### src/shared/abu_pkg.sv
// Purpose: constants for the address breakpoint unit
// Assumes: 8-bit register port, 16-bit cpu address
// Notes: register offsets are local indices on the plain register port
package abu_pkg;
	localparam int ADDR_W = 3;
	localparam int DATA_W = 8;
	localparam int CPU_AW = 16;
	// register indices
	localparam logic [2:0] REG_STATUS_CONTROL = 3'h0;
	localparam logic [2:0] REG_ADDR_HIGH = 3'h1;
	localparam logic [2:0] REG_ADDR_LOW = 3'h2;
	localparam logic [2:0] REG_WAIT_EXIT = 3'h3;
	localparam logic [2:0] REG_FLAG_CLEAR = 3'h4;
	localparam logic [2:0] REG_IRQ_STATUS = 3'h5;
	localparam logic [2:0] REG_IRQ_MASK = 3'h6;
	// field positions
	localparam int BIT_ENABLE = 7;
	localparam int BIT_ACTIVE = 6;
	localparam int BIT_WAIT_EXIT = 1;
	localparam int BIT_FLAG_CLEAR = 0;
	// interrupt status bits
	localparam int EV_MATCH = 0;
	localparam int EV_SOFT = 1;
	localparam int EV_ENTER = 2;
	localparam int EV_EXIT = 3;
	localparam int EV_N = 4;
	// reset values
	localparam logic [7:0] RST_BYTE = 8'h00;
	localparam logic [15:0] RST_ADDR = 16'h0000;
	// break vectors
	localparam logic [15:0] VEC_USER = 16'hFFFC;
	localparam logic [15:0] VEC_MONITOR = 16'hFEFC;
	typedef enum logic [1:0] {
		ST_RUN = 2'b00,
		ST_PEND = 2'b01,
		ST_BREAK = 2'b10
	} abu_state_e;
endpackage : abu_pkg

### src/abu_top.sv
// Purpose: address breakpoint unit with break-state side controls
// Assumes: cpu signals are synchronous to mclk_i; vdetect pin is asynchronous
// Assumes: the cpu raises acknowledge only while the request stands
// Notes: request is held until the cpu acknowledges it at an instruction boundary
// Notes: a zero write to the active bit loses to a same-cycle match
//
// How it works
// - enabled break plus address equal to break address raises breakpoint request
// - break forces software interrupt opcode, vector FFFC user or FEFC monitor
// - opcode match: request taken before that instruction executes
// - operand match: request held until current instruction ends, then taken
// - writing one to active bit forces break before next instruction
// - active bit set by match, cleared by writing zero or reset
// - enable bit is bit 7, full 16-bit compare, cleared by zero or reset
// - break address high and low bytes readable, writable, reset to zero
// - while active bit stays clear after break, same address gives no new break
// - return-from-interrupt in break routine ends break state
// - flag clears in break state allowed only when flag-clear enable set
// - timer counter halted while break is active
// - watchdog disabled in break when high test voltage on reset pin
// - wait-exit flag reads one when wait mode left by a break
// - no match breaks in wait or stop since address bus is frozen
//
// Strobed register access and the register offsets were left to the implementer.
`timescale 1ns/1ps
module abu_top
(
	// clock and reset
	input wire logic mclk_i,
	input wire logic rst_i,
	// register port
	input wire logic [abu_pkg::ADDR_W-1:0] reg_addr_i,
	input wire logic [abu_pkg::DATA_W-1:0] reg_wdata_i,
	input wire logic reg_wr_i,
	input wire logic reg_rd_i,
	output logic [abu_pkg::DATA_W-1:0] reg_rdata_o,
	// cpu side
	input wire logic [abu_pkg::CPU_AW-1:0] cpu_addr_i,
	input wire logic cpu_addr_valid_i,
	input wire logic cpu_opcode_fetch_i,
	input wire logic cpu_instr_boundary_i,
	input wire logic cpu_break_ack_i,
	input wire logic cpu_rti_i,
	input wire logic cpu_wait_i,
	input wire logic cpu_stop_i,
	input wire logic monitor_mode_i,
	// status clear protection
	input wire logic flag_clear_req_i,
	// pins
	input wire logic high_test_voltage_i,
	// outputs to system integration logic
	output logic breakpoint_request_o,
	output logic force_swi_o,
	output logic [abu_pkg::CPU_AW-1:0] break_vector_o,
	output logic break_state_o,
	output logic flag_clear_allow_o,
	output logic timer_halt_o,
	output logic watchdog_disable_o,
	output logic irq_o
);

	////////////////////////////////////////////////////////////////////////////
	logic break_enable_bit_r;
	logic break_active_bit_r;
	logic [abu_pkg::CPU_AW-1:0] brk_addr_r;
	logic flag_clear_in_break_enable_r;
	logic wait_exit_by_break_flag_r;
	logic [abu_pkg::EV_N-1:0] irq_status_r;
	logic [abu_pkg::EV_N-1:0] irq_mask_r;
	logic [abu_pkg::EV_N-1:0] irq_event;
	abu_pkg::abu_state_e state_r;
	logic last_hit_r;
	logic [abu_pkg::CPU_AW-1:0] last_addr_r;
	logic vdet_meta_r;
	logic vdet_sync_r;
	logic addr_match;
	logic soft_break;
	logic active_wr_zero;
	logic enter_break;
	logic exit_break;
	logic addr_equal;
	logic bus_frozen;
	logic rearm_block;
	logic wr_status_ctl;
	logic wr_addr_byte;
	logic break_live;
	logic [abu_pkg::DATA_W-1:0] rdata_nxt;

	////////////////////////////////////////////////////////////////////////////
	// pin synchroniser; the test voltage moves slowly, so two flops suffice
	// and nothing but the second flop is read by the logic
	always_ff @(posedge mclk_i or posedge rst_i)
	begin
		if (rst_i)
		begin
			vdet_meta_r <= 1'b0;
			vdet_sync_r <= 1'b0;
		end
		else
		begin
			vdet_meta_r <= high_test_voltage_i;
			vdet_sync_r <= vdet_meta_r;
		end
	end

	////////////////////////////////////////////////////////////////////////////
	// match: frozen bus in low-power modes never matches; a cleared active bit
	// with an unchanged address keeps the last hit from breaking again
	assign addr_equal = cpu_addr_valid_i && (cpu_addr_i == brk_addr_r);
	assign bus_frozen = cpu_wait_i || cpu_stop_i;
	assign rearm_block = !break_active_bit_r && last_hit_r
		&& (cpu_addr_i == last_addr_r);
	assign addr_match = break_enable_bit_r && addr_equal && !bus_frozen
		&& (state_r == abu_pkg::ST_RUN) && !rearm_block;

	assign wr_status_ctl = reg_wr_i && (reg_addr_i == abu_pkg::REG_STATUS_CONTROL);
	assign wr_addr_byte = reg_wr_i && (reg_addr_i == abu_pkg::REG_ADDR_HIGH
		|| reg_addr_i == abu_pkg::REG_ADDR_LOW);
	assign soft_break = wr_status_ctl && reg_wdata_i[abu_pkg::BIT_ACTIVE];
	assign active_wr_zero = wr_status_ctl && !reg_wdata_i[abu_pkg::BIT_ACTIVE];
	assign enter_break = (state_r == abu_pkg::ST_PEND) && cpu_break_ack_i;
	assign exit_break = (state_r == abu_pkg::ST_BREAK) && cpu_rti_i;
	// one cycle ahead of the registered side outputs so they line up with state
	assign break_live = ((state_r == abu_pkg::ST_BREAK) && !exit_break) || enter_break;

	////////////////////////////////////////////////////////////////////////////
	// last-hit memory for the re-arm behaviour; a new address write wins over
	// a hit in the same cycle so software re-arming is never lost
	always_ff @(posedge mclk_i or posedge rst_i)
	begin
		if (rst_i)
			last_hit_r <= 1'b0;
		else if (wr_addr_byte)
			last_hit_r <= 1'b0; // new address re-arms
		else if (addr_match)
			last_hit_r <= 1'b1;
	end

	always_ff @(posedge mclk_i or posedge rst_i)
	begin
		if (rst_i)
			last_addr_r <= abu_pkg::RST_ADDR;
		else if (addr_match && !wr_addr_byte)
			last_addr_r <= cpu_addr_i;
	end

	////////////////////////////////////////////////////////////////////////////
	// state machine; pend spans the gap between request and cpu acknowledge,
	// so a second cause arriving meanwhile cannot queue another break
	always_ff @(posedge mclk_i or posedge rst_i)
	begin
		if (rst_i)
			state_r <= abu_pkg::ST_RUN;
		else
		begin
			case (state_r)
				abu_pkg::ST_RUN:
					if (addr_match || soft_break)
						state_r <= abu_pkg::ST_PEND;
				abu_pkg::ST_PEND:
					if (enter_break)
						state_r <= abu_pkg::ST_BREAK;
				abu_pkg::ST_BREAK:
					if (exit_break)
						state_r <= abu_pkg::ST_RUN;
				default:
					state_r <= abu_pkg::ST_RUN;
			endcase
		end
	end

	////////////////////////////////////////////////////////////////////////////
	// request: opcode match goes out at once, operand match waits for the
	// instruction boundary so the instruction completes first
	always_ff @(posedge mclk_i or posedge rst_i)
	begin
		if (rst_i)
			breakpoint_request_o <= 1'b0;
		else if (enter_break)
			breakpoint_request_o <= 1'b0;
		else if (addr_match && cpu_opcode_fetch_i)
			breakpoint_request_o <= 1'b1;
		else if (soft_break && state_r == abu_pkg::ST_RUN)
			breakpoint_request_o <= 1'b1;
		else if (state_r == abu_pkg::ST_PEND && cpu_instr_boundary_i)
			breakpoint_request_o <= 1'b1;
	end

	// swi force is a one-cycle pulse on the edge after the acknowledge
	always_ff @(posedge mclk_i or posedge rst_i)
	begin
		if (rst_i)
			force_swi_o <= 1'b0;
		else
			force_swi_o <= enter_break;
	end

	// vector follows the mode level every cycle, settled well before the swi fetch
	always_ff @(posedge mclk_i or posedge rst_i)
	begin
		if (rst_i)
			break_vector_o <= abu_pkg::VEC_USER;
		else
			break_vector_o <= monitor_mode_i ? abu_pkg::VEC_MONITOR
				: abu_pkg::VEC_USER;
	end

	////////////////////////////////////////////////////////////////////////////
	// control registers, one per concern
	always_ff @(posedge mclk_i or posedge rst_i)
	begin
		if (rst_i)
			break_enable_bit_r <= 1'b0;
		else if (wr_status_ctl)
			break_enable_bit_r <= reg_wdata_i[abu_pkg::BIT_ENABLE];
	end

	// the two address bytes load separately, with no latching between them
	always_ff @(posedge mclk_i or posedge rst_i)
	begin
		if (rst_i)
			brk_addr_r <= abu_pkg::RST_ADDR;
		else if (reg_wr_i && reg_addr_i == abu_pkg::REG_ADDR_HIGH)
			brk_addr_r[15:8] <= reg_wdata_i;
		else if (reg_wr_i && reg_addr_i == abu_pkg::REG_ADDR_LOW)
			brk_addr_r[7:0] <= reg_wdata_i;
	end

	always_ff @(posedge mclk_i or posedge rst_i)
	begin
		if (rst_i)
			flag_clear_in_break_enable_r <= 1'b0;
		else if (reg_wr_i && reg_addr_i == abu_pkg::REG_FLAG_CLEAR)
			flag_clear_in_break_enable_r <= reg_wdata_i[abu_pkg::BIT_FLAG_CLEAR];
	end

	// active bit: hardware set wins over the zero write
	always_ff @(posedge mclk_i or posedge rst_i)
	begin
		if (rst_i)
			break_active_bit_r <= 1'b0;
		else if (addr_match || soft_break)
			break_active_bit_r <= 1'b1;
		else if (active_wr_zero)
			break_active_bit_r <= 1'b0;
	end

	// wait-exit flag: set when the break arrives while waiting; cleared on
	// return so a later break taken outside wait never reports a stale exit
	always_ff @(posedge mclk_i or posedge rst_i)
	begin
		if (rst_i)
			wait_exit_by_break_flag_r <= 1'b0;
		else if (enter_break && cpu_wait_i)
			wait_exit_by_break_flag_r <= 1'b1;
		else if (reg_wr_i && reg_addr_i == abu_pkg::REG_WAIT_EXIT
			&& !reg_wdata_i[abu_pkg::BIT_WAIT_EXIT])
			wait_exit_by_break_flag_r <= 1'b0;
		else if (exit_break)
			wait_exit_by_break_flag_r <= 1'b0;
	end

	////////////////////////////////////////////////////////////////////////////
	// break-state side effects, one register per output
	always_ff @(posedge mclk_i or posedge rst_i)
	begin
		if (rst_i)
			break_state_o <= 1'b0;
		else
			break_state_o <= break_live;
	end

	always_ff @(posedge mclk_i or posedge rst_i)
	begin
		if (rst_i)
			timer_halt_o <= 1'b0;
		else
			timer_halt_o <= break_live;
	end

	// only the synced pin is read, so a slow voltage edge cannot glitch the gate
	always_ff @(posedge mclk_i or posedge rst_i)
	begin
		if (rst_i)
			watchdog_disable_o <= 1'b0;
		else
			watchdog_disable_o <= break_live && vdet_sync_r;
	end

	// outside break every clear passes; inside, only with the enable bit set
	always_ff @(posedge mclk_i or posedge rst_i)
	begin
		if (rst_i)
			flag_clear_allow_o <= 1'b0;
		else
			flag_clear_allow_o <= flag_clear_req_i
				&& (state_r != abu_pkg::ST_BREAK || flag_clear_in_break_enable_r);
	end

	////////////////////////////////////////////////////////////////////////////
	// interrupt status, write one to clear, set wins
	assign irq_event[abu_pkg::EV_MATCH] = addr_match;
	assign irq_event[abu_pkg::EV_SOFT] = soft_break;
	assign irq_event[abu_pkg::EV_ENTER] = enter_break;
	assign irq_event[abu_pkg::EV_EXIT] = exit_break;

	// one flop per event, so a clear of one bit never races a set of another
	genvar gi;
	generate
		for (gi = 0; gi < abu_pkg::EV_N; gi++)
		begin : g_irq
			always_ff @(posedge mclk_i or posedge rst_i)
			begin
				if (rst_i)
					irq_status_r[gi] <= 1'b0;
				else if (irq_event[gi])
					irq_status_r[gi] <= 1'b1;
				else if (reg_wr_i && reg_addr_i == abu_pkg::REG_IRQ_STATUS
					&& reg_wdata_i[gi])
					irq_status_r[gi] <= 1'b0;
			end
		end
	endgenerate

	// a one in the mask lets the matching status bit drive the interrupt
	always_ff @(posedge mclk_i or posedge rst_i)
	begin
		if (rst_i)
			irq_mask_r <= '0;
		else if (reg_wr_i && reg_addr_i == abu_pkg::REG_IRQ_MASK)
			irq_mask_r <= reg_wdata_i[abu_pkg::EV_N-1:0];
	end

	always_ff @(posedge mclk_i or posedge rst_i)
	begin
		if (rst_i)
			irq_o <= 1'b0;
		else
			irq_o <= |(irq_status_r & irq_mask_r);
	end

	////////////////////////////////////////////////////////////////////////////
	// read decode; unmapped indices read zero and reads have no side effects,
	// so polling a status register never loses an event
	always_comb
	begin
		rdata_nxt = abu_pkg::RST_BYTE;
		if (reg_addr_i == abu_pkg::REG_STATUS_CONTROL)
			rdata_nxt = {break_enable_bit_r, break_active_bit_r, 6'h00};
		else if (reg_addr_i == abu_pkg::REG_ADDR_HIGH)
			rdata_nxt = brk_addr_r[15:8];
		else if (reg_addr_i == abu_pkg::REG_ADDR_LOW)
			rdata_nxt = brk_addr_r[7:0];
		else if (reg_addr_i == abu_pkg::REG_WAIT_EXIT)
			rdata_nxt = {6'h00, wait_exit_by_break_flag_r, 1'b0};
		else if (reg_addr_i == abu_pkg::REG_FLAG_CLEAR)
			rdata_nxt = {7'h00, flag_clear_in_break_enable_r};
		else if (reg_addr_i == abu_pkg::REG_IRQ_STATUS)
			rdata_nxt = {4'h0, irq_status_r};
		else if (reg_addr_i == abu_pkg::REG_IRQ_MASK)
			rdata_nxt = {4'h0, irq_mask_r};
	end

	// read port, data one cycle after the strobe and zero otherwise
	always_ff @(posedge mclk_i or posedge rst_i)
	begin
		if (rst_i)
			reg_rdata_o <= abu_pkg::RST_BYTE;
		else if (reg_rd_i)
			reg_rdata_o <= rdata_nxt;
		else
			reg_rdata_o <= abu_pkg::RST_BYTE;
	end

endmodule : abu_top

### config.mk
export PLATFORM = sky130hd
export DESIGN_NAME = abu_top
export DESIGN_NICKNAME = d
export VERILOG_FILES = /design/src/shared/abu_pkg.sv /design/src/abu_top.sv
export SDC_FILE = /design/constraint.sdc
export NUM_CORES = 1
export LEC_CHECK = 0
export BUFFER_PORTS_ARGS = -buffer_cell sky130_fd_sc_hd__buf_2
export CORE_MARGIN = 2
export CORE_UTILIZATION = 54
export CTS_CLUSTER_DIAMETER = 150
export CTS_CLUSTER_SIZE = 30
export DETAILED_ROUTE_END_ITERATION = 8
export GPL_TIMING_DRIVEN = 1
export PLACE_DENSITY_LB_ADDON = 0.2
export SLEW_MARGIN = 20
export SYNTH_ARGS = -nofsm -noshare
export SYNTH_HDL_FRONTEND = slang
export SYNTH_SLANG_ARGS = --single-unit
### constraint.sdc
create_clock -name mclk_i -period 2.29 [get_ports mclk_i]
set_input_delay 0.458 -clock mclk_i [delete_from_list [all_inputs] [get_ports mclk_i]]
set_output_delay 0.458 -clock mclk_i [all_outputs]
set_load 0.1 [all_outputs]
After elaboration in Yosys (flattened, before gate mapping)
Cells that the tools add are included.

Register bits: 73. Bits of input ports: 41. Output and inout bits: 31. Logic and storage cells: 129.

Equal/unequal tests: 14. Multiplexer cells: 32. Bitwise operators: 2. Reductions and logical operators: 57.

Operators by type and width (count): $eq A16 B16 Y1 (2); $logic_and A1 B1 Y1 (32); $mux W8 (4); $mux W1 (19); $mux W4 (4); $reduce_bool A2 Y1 (6); $eq A3 B3 Y1 const B (3); $mux W9 (1); $logic_not A1 Y1 (7); $eq A3 B2 Y1 const B (2); $mux W2 (3); $ne A2 B2 Y1 const B (3); $pmux W2 S3 (1); $logic_or A1 B1 Y1 (5); $and A4 B4 Y4 (1); $reduce_bool A4 Y1 (1); $reduce_or A4 Y1 (1); $eq A3 B1 Y1 const B (1); $logic_not A3 Y1 (1); $reduce_and A3 Y1 (1); $reduce_bool A3 Y1 (1); $eq A2 B1 Y1 const B (1); $eq A2 B2 Y1 const B (1); $logic_not A2 Y1 (1); 3 further kinds (3).

Logic depth before layout (Yosys ltp)
Gate-level depths: netlist of the first run.

Depth after elaboration: 9. Gate-level depth with buffers: 7. Mapped depth without buffers: 6.

Least setup slack after synthesis of the first run
No wires, ideal clock.

Path kind: in2reg. Start: input port cpu_addr_i[11] in the netlist's numbering. End: register last_addr_r[10] in the netlist's numbering. Setup time: 125 ps. Arrival: 1851 ps. Required time: 2165 ps. Path slack: 314 ps. Stages on the path: 6. Path buffers: 1. Cell sequence: xor2_1 -> nor4_1 -> nand4_1 -> nor3_4 -> buf_12 -> mux2_4.

Word-level cells in the longest chain between the ends: 7. Elaborated cells on any way between the ends: 10. Those cells by class: eq/ne: 2; reduce/logical: 8.

RTL lines: start, declared (RTL line abu_top.sv:38) `input wire logic [abu_pkg::CPU_AW-1:0] cpu_addr_i,`; $eq A16 B16 Y1 (RTL line abu_top.sv:109) `assign addr_equal = cpu_addr_valid_i && (cpu_addr_i == brk_addr_r);`; $logic_and A1 B1 Y1 (RTL line abu_top.sv:109); $logic_and A1 B1 Y1 (2 in a row) (RTL line abu_top.sv:113) `assign addr_match = break_enable_bit_r && addr_equal && !bus_frozen`; $logic_and A1 B1 Y1 (RTL line abu_top.sv:114) `&& (state_r == abu_pkg::ST_RUN) && !rearm_block;`; $logic_and A1 B1 Y1 (*) (RTL line abu_top.sv:114); $logic_and A1 B1 Y1 (*) (RTL line abu_top.sv:143) `else if (addr_match && !wr_addr_byte)`; end signal, assigned (RTL line abu_top.sv:142) `last_addr_r <= abu_pkg::RST_ADDR;`; end signal, assigned (RTL line abu_top.sv:144) `last_addr_r <= cpu_addr_i;`; end, declared (RTL line abu_top.sv:73) `logic [abu_pkg::CPU_AW-1:0] last_addr_r;`.

Mark *: on every way between the ends. The rest lies on a longest branch, timed or not. A chain may end at the register's enable or synchronous reset.

Worst setup path after layout of the first run
Start: register brk_addr_r[11] in the netlist's numbering. End: register last_addr_r[1] in the netlist's numbering.

Word-level cells in the longest chain between the ends: 7.

RTL lines: start, declared (RTL line abu_top.sv:65) `logic [abu_pkg::CPU_AW-1:0] brk_addr_r;`; start signal, assigned (RTL line abu_top.sv:222) `brk_addr_r <= abu_pkg::RST_ADDR;`; $eq A16 B16 Y1 (RTL line abu_top.sv:109); $logic_and A1 B1 Y1 (RTL line abu_top.sv:109); $logic_and A1 B1 Y1 (2 in a row) (RTL line abu_top.sv:113); $logic_and A1 B1 Y1 (2 in a row) (RTL line abu_top.sv:114); $logic_and A1 B1 Y1 (RTL line abu_top.sv:143).

No other way between the ends.

==> impl_metrics.json, run 1 <==
{
  "status": "finished, final reports clean",
  "die_area_um2": 6540,
  "synthMuxAreaShare": 0.178,
  "io_pins": 72,
  "hold_viol": 0,
  "drt_first_pass_iters": 4,
  "cts_resized": 0,
  "path_class": "reg2reg",
  "nFillCells": 487,
  "cts_sinks": 64,
  "via_per_inst": 5.25,
  "synthArstFlopShare": 1.00,
  "place_hpwl_mm": 4.98,
  "initialDrtViolationCount": 130,
  "leakage_nw": 1.83,
  "crit_slowest_cell": "dfrtp_1",
  "yosys.cell_types.count": 41,
  "period_share": 0.895,
  "ir_worst_vdd_uv": 715,
  "fp.dieW_um": 80.9,
  "synth_top_cell_area_share": 0.494,
  "diodes": 0,
  "fin_setup_tns_ns": 0,
  "initial_core_util": 0.549,
  "synth_edf_count": 0,
  "fmax_ghz": 0.488,
  "drive_above_1_share": 0.379,
  "grt_remaining_overflow": 0,
  "wl_mm": 6.53,
  "crit_required_ns": 2.52,
  "antenna_found_initial": 0,
  "grt_first_pass_wirelength_mm": 10.9,
  "num_vias": 2151,
  "final_cell_mix": "dfrtp_1 (63), buf_2 (56), mux2_2 (29), xor2_1 (20), nand2_1 (16)",
  "wl_per_cell_um": 15.9,
  "grt_pass1_vias": 2150,
  "yosysSeqAreaShare": 0.502,
  "yosysTopAreaCell": "dfrtp_1",
  "cp_slowest_stage_delay_ns": 0.42,
  "rows": 28,
  "drc_errors": 0,
  "layout_commonest_cell": "dfrtp_1",
  "arrival_ns": 2.27,
  "io_buffers": 56,
  "place.gp.congestion": 0.863,
  "synthXorXnorAreaFrac": 0.0796,
  "cts_tree": "built",
  "hold_path.class": "in2async",
  "cts_max_level": 3,
  "ys_ff_latch": 64,
  "post_cts_buffers": 0,
  "syn-instance-count": 262,
  "nNetsFinal": 371,
  "synth_top_family_by_area": "multiplexers",
  "clk_pin_slew_ns": 0.07,
  "slew_viol_final": 0,
  "finalCriticalPeriod_ns": 2.05,
  "synthAdderAreaFrac": 0,
  "area_growth_pct": 16.3,
  "design.core.area_um2": 5820,
  "synth_ff_type": "dfrtp_1",
  "crit_fanout": 16,
  "drv_cap": 0,
  "synthSimpleGateAreaFrac": 0.123,
  "root_buffer": "clkbuf_8",
  "syn_avg_cell_area_um2": 12.2,
  "synth_compound_area_frac": 0.0592,
  "startpoint_type": "flip-flop",
  "p_per_area_nw_per_um2": 897,
  "setup_viol": 0,
  "grt_setup_unrepaired": "false",
  "grt_max_degree": 48,
  "r2r_setup_slack_ns": 0.24,
  "ant_nets": 0,
  "syn-cell-area_um2": 3190,
  "grt_usage": 0.228,
  "cts_buffer_depth": 2,
  "die_h_um": 80.9,
  "critPathCaptureType": "flip-flop",
  "cp_cell_sequence": "xor2_1 > nor4_1 > nand4_1 > nor3_4 > buf_12 > mux2_2",
  "cts_buffers": 9,
  "fin_util": 0.639,
  "synth_warnings": 0,
  "netlist_top_cells_area": "dfrtp_1 (49%), mux2_2 (10%), xor2_1 (5.5%)",
  "postCtsHoldBufs": 0,
  "clk_latency_ns": 0.34,
  "skew_ns": 0.00733
}
==> worst paths after layout <==
path                                startpoint                 to  cells past startpoint
worst max-delay path            brk_addr_r[11]     last_addr_r[1]                      6
worst min-delay path                     rst_i     last_addr_r[8]                      2
worst max register to register  brk_addr_r[11]     last_addr_r[1]                      6
worst min register to register     vdet_meta_r        vdet_sync_r                      0
max in group asynchronous                rst_i  break_vector_o[8]                      3
min in group mclk_i             monitor_mode_i  break_vector_o[8]                      2
==> power breakdown <==
group / switching, mW / internal [mW] / leakage, nW / total (mW)
Combinational: 0.732 / 0.285 / 0.925 / 1.02
Clock: 0.431 / 0.420 / 0.0834 / 0.851
Sequential: 0.151 / 1.31 / 0.820 / 1.46
Total: 1.31 / 2.01 / 1.83 / 3.33
==> synthesized netlist by cell type (2+ instances only) <==
cell type,number
nand4_1,4
dfrtp_1,63
xor2_1,20
a22oi_1,4
o221ai_1,2
nor4_4,2
nand2b_1,7
nor2b_1,5
a21o_1,2
mux2_2,29
o22ai_1,5
o21ai_0,2
nor2_1,14
nor4_2,3
inv_1,7
conb_1,2
nand3_1,2
mux2i_1,9
buf_4,16
and2_1,4
xnor2_1,9
mux2_4,10
a21oi_1,6
nor3_1,3
nand2_1,16
==> metrics by stage <==
step | hold slack [ns] | setup WS (ns) | std cells | area (um2) | power, mW
6_report | 0.0974 | 0.241 | 410 | 3710 | 3.33
5_1_grt | 0.118 | 0.0489 | 410 | 3710 | 3.49
4_1_cts | 0.102 | 0.264 | 410 | 3710 | 3.35
3_5_place_dp | 0.340 | 0.0889 | 394 | 3550 | 2.50
3_3_place_gp | 0.335 | 0.0794 | 394 | 3550 | 2.48
2_1_floorplan | 0.331 | 0.236 | 275 | 3240 | 2.30
==> sequential cells by signal, summed over array words and instances (netlist names), 2 cells and up <==
signal and flops:
brk_addr_r 16, last_addr_r 16, reg_rdata_o 8, irq_mask_r 4, irq_status_r 4, state_r 2
==> cells by family after synthesis <==
| logic type | after synthesis |
|---|---|
| xor gates and xnor gates | 29 |
| other | 2 |
| DFF | 64 |
| AOI/OAI and AO/OA | 27 |
| muxes | 48 |
| buffers and inverters | 27 |
| and+or+nand+nor | 65 |
==> layout make-up <==
class / instances / area [um2] / share of cell area
clock buffer: 13 / 149 / 0.0401
clock inverter: 3 / 17.5 / 0.00472
inverter: 7 / 26.3 / 0.00708
multi-input combinational: 184 / 1460 / 0.393
sequential: 64 / 1600 / 0.432
tap: 75 / 93.8 / 0.0253
timing repair buffer: 64 / 365 / 0.0984
==> metal layers <==
layer  global-route usage  wire (um)
met1                0.312       3020
met2                0.345       3000
met3               0.0522        352
met4                0.107        153
met5                    0          0
==> worst max-delay path: cells and delay by family, from the launching register on <==
family / cells / cell delay, ns
buf+inv: 1 / 0.19
flops: 1 / 0.42
xor+xnor: 1 / 0.15
mux: 1 / 0.34
simple gates: 3 / 0.82
Note: power is estimated with default switching activity, not from simulation.
==> run 2, diff against run 1 <==
--- a/config.mk
+++ b/config.mk
@@ -6,8 +6,10 @@
 export NUM_CORES = 1
 export LEC_CHECK = 0
 export BUFFER_PORTS_ARGS = -buffer_cell sky130_fd_sc_hd__buf_2
+export CELL_PAD_IN_SITES_DETAIL_PLACEMENT = 0
+export CELL_PAD_IN_SITES_GLOBAL_PLACEMENT = 1
 export CORE_MARGIN = 2
-export CORE_UTILIZATION = 54
+export CORE_UTILIZATION = 43
 export CTS_CLUSTER_DIAMETER = 150
 export CTS_CLUSTER_SIZE = 30
 export DETAILED_ROUTE_END_ITERATION = 8
==> run 2 against run 1 <==
Net effect:
- combinational power is essentially flat
- wire length grew 3.0%
- clock-buffer cell count grew 1
- first-iteration DRC count shrank 1.5%
- largest power group unchanged
- sequential power is essentially flat
- global-route usage shrank 5.4 points
- sequential share of layout area shrank 1.3 points
- worst hold slack gained 0.088 ns
- register-to-register slack is essentially flat
==> impl_metrics.json, run 2 (same netlist as run 1, synthesis figures left out) <==
{
  "design.core.area_um2": 7210,
  "nNetsFinal": 374,
  "setup_viol": 0,
  "fmax_ghz": 0.488,
  "antenna_found_initial": 0,
  "hold_path.class": "in2async",
  "grt_remaining_overflow": 0,
  "place.gp.congestion": 0.771,
  "drc_errors": 0,
  "layout_commonest_cell": "dfrtp_1",
  "die_h_um": 90.2,
  "drt_first_pass_iters": 4,
  "postCtsHoldBufs": 0,
  "status": "finished, final reports clean",
  "wl_per_cell_um": 15.4,
  "post_cts_buffers": 0,
  "fin_setup_tns_ns": 0,
  "cts_resized": 0,
  "wl_mm": 6.73,
  "finalCriticalPeriod_ns": 2.05,
  "io_pins": 72,
  "r2r_setup_slack_ns": 0.24,
  "leakage_nw": 1.88,
  "root_buffer": "clkbuf_8",
  "die_area_um2": 8130,
  "arrival_ns": 2.26,
  "area_growth_pct": 20.1,
  "hold_viol": 0,
  "cts_max_level": 3,
  "crit_fanout": 13,
  "dpl_worst_slack_ns": 0.0341,
  "clk_pin_slew_ns": 0.07,
  "reg.largest.list": "brk_addr_r (16), last_addr_r (16), reg_rdata_o (8)",
  "via_per_inst": 4.85,
  "timing.final.ws_setup_ns": 0.241,
  "place_hpwl_mm": 5.08,
  "io_buffers": 56,
  "p_per_area_nw_per_um2": 939,
  "ant_nets": 0,
  "clk_latency_ns": 0.34,
  "ir_worst_vdd_uv": 427,
  "cts_buffer_depth": 2,
  "num_vias": 2119,
  "startpoint_type": "flip-flop",
  "grt_max_degree": 65,
  "reg2reg_depth": 7,
  "period_share": 0.895,
  "rows": 31,
  "cts_tree": "built",
  "place_inst": 421,
  "grt_first_pass_wirelength_mm": 10.8,
  "r2r_start": "state_r[1]",
  "initial_core_util": 0.442,
  "drv_cap": 0,
  "fp.dieW_um": 90.2,
  "initialDrtViolationCount": 128,
  "critPathCaptureType": "flip-flop",
  "grt_pass1_vias": 2089,
  "path_class": "reg2reg",
  "crit_required_ns": 2.50,
  "grt_setup_unrepaired": "false",
  "crit_end": "last_addr_r[1]",
  "skew_ns": 0.00928,
  "cts_buffers": 9,
  "grt_usage": 0.174,
  "drive_above_1_share": 0.388,
  "fin_util": 0.531,
  "fin_cells": 437,
  "final_cell_mix": "dfrtp_1 (63), buf_2 (56), mux2_2 (29), xor2_1 (20), nand2_1 (16)",
  "diodes": 0,
  "critPathLaunch": "state_r[1]",
  "rr_endpoint": "last_addr_r[1]",
  "slew_viol_final": 0,
  "cts_sinks": 64
}
==> run 2: worst min path at each step <==
stage	from	end	slack, ns	depth (start not counted)
after floorplan	vdet_meta_r	vdet_sync_r	0.33	0
after global placement	vdet_meta_r	vdet_sync_r	0.34	0
after detailed placement	vdet_meta_r	vdet_sync_r	0.34	0
after CTS	rst_i	last_addr_r[4]	0.19	3
after global routing	rst_i	reg_rdata_o[0]	0.21	3
final	rst_i	reg_rdata_o[4]	0.19	3
==> run 2: layer usage <==
metal / wire, um / vias up / global-route usage
met5: 0 / - / 0
met4: 111 / 0 / 0.0769
met3: 239 / 7 / 0.0260
met2: 3110 / 50 / 0.257
met1: 3270 / 1034 / 0.255
li1: - / 1028 / -
==> run 2: power breakdown <==
part / internal (mW) / leakage, nW / switching (mW) / total, mW
Clock: 0.704 / 0.117 / 0.414 / 1.12
Combinational: 0.287 / 0.940 / 0.737 / 1.02
Sequential: 1.31 / 0.820 / 0.148 / 1.46
==> run 2: final cells by class <==
| cell class | count | area (um2) |
|---|---|---|
| fill | 666 | 3380 |
| sequential | 64 | 1600 |
| multi-input combinational | 184 | 1460 |
| timing repair buffer | 67 | 388 |
| clock buffer | 14 | 173 |
| tap | 99 | 124 |
| clock inverter | 2 | 60.1 |
| inverter | 7 | 26.3 |
==> run 2: critical path, cell delays in order (launching register included) <==
cell	delay [ns]
dfrtp_1	0.42
inv_1	0.16
nand3_1	0.08
a221oi_1	0.29
nand4_1	0.23
nor3_4	0.22
buf_12	0.18
mux2_2	0.34
==> run 2: metrics by stage <==
step / area [um2] / hold slack, ns / total power, mW
6_report: 3830 / 0.186 / 3.60
5_1_grt: 3830 / 0.213 / 3.76
4_1_cts: 3830 / 0.193 / 3.64
3_5_place_dp: 3600 / 0.344 / 2.51
3_3_place_gp: 3600 / 0.338 / 2.50
2_1_floorplan: 3240 / 0.331 / 2.30
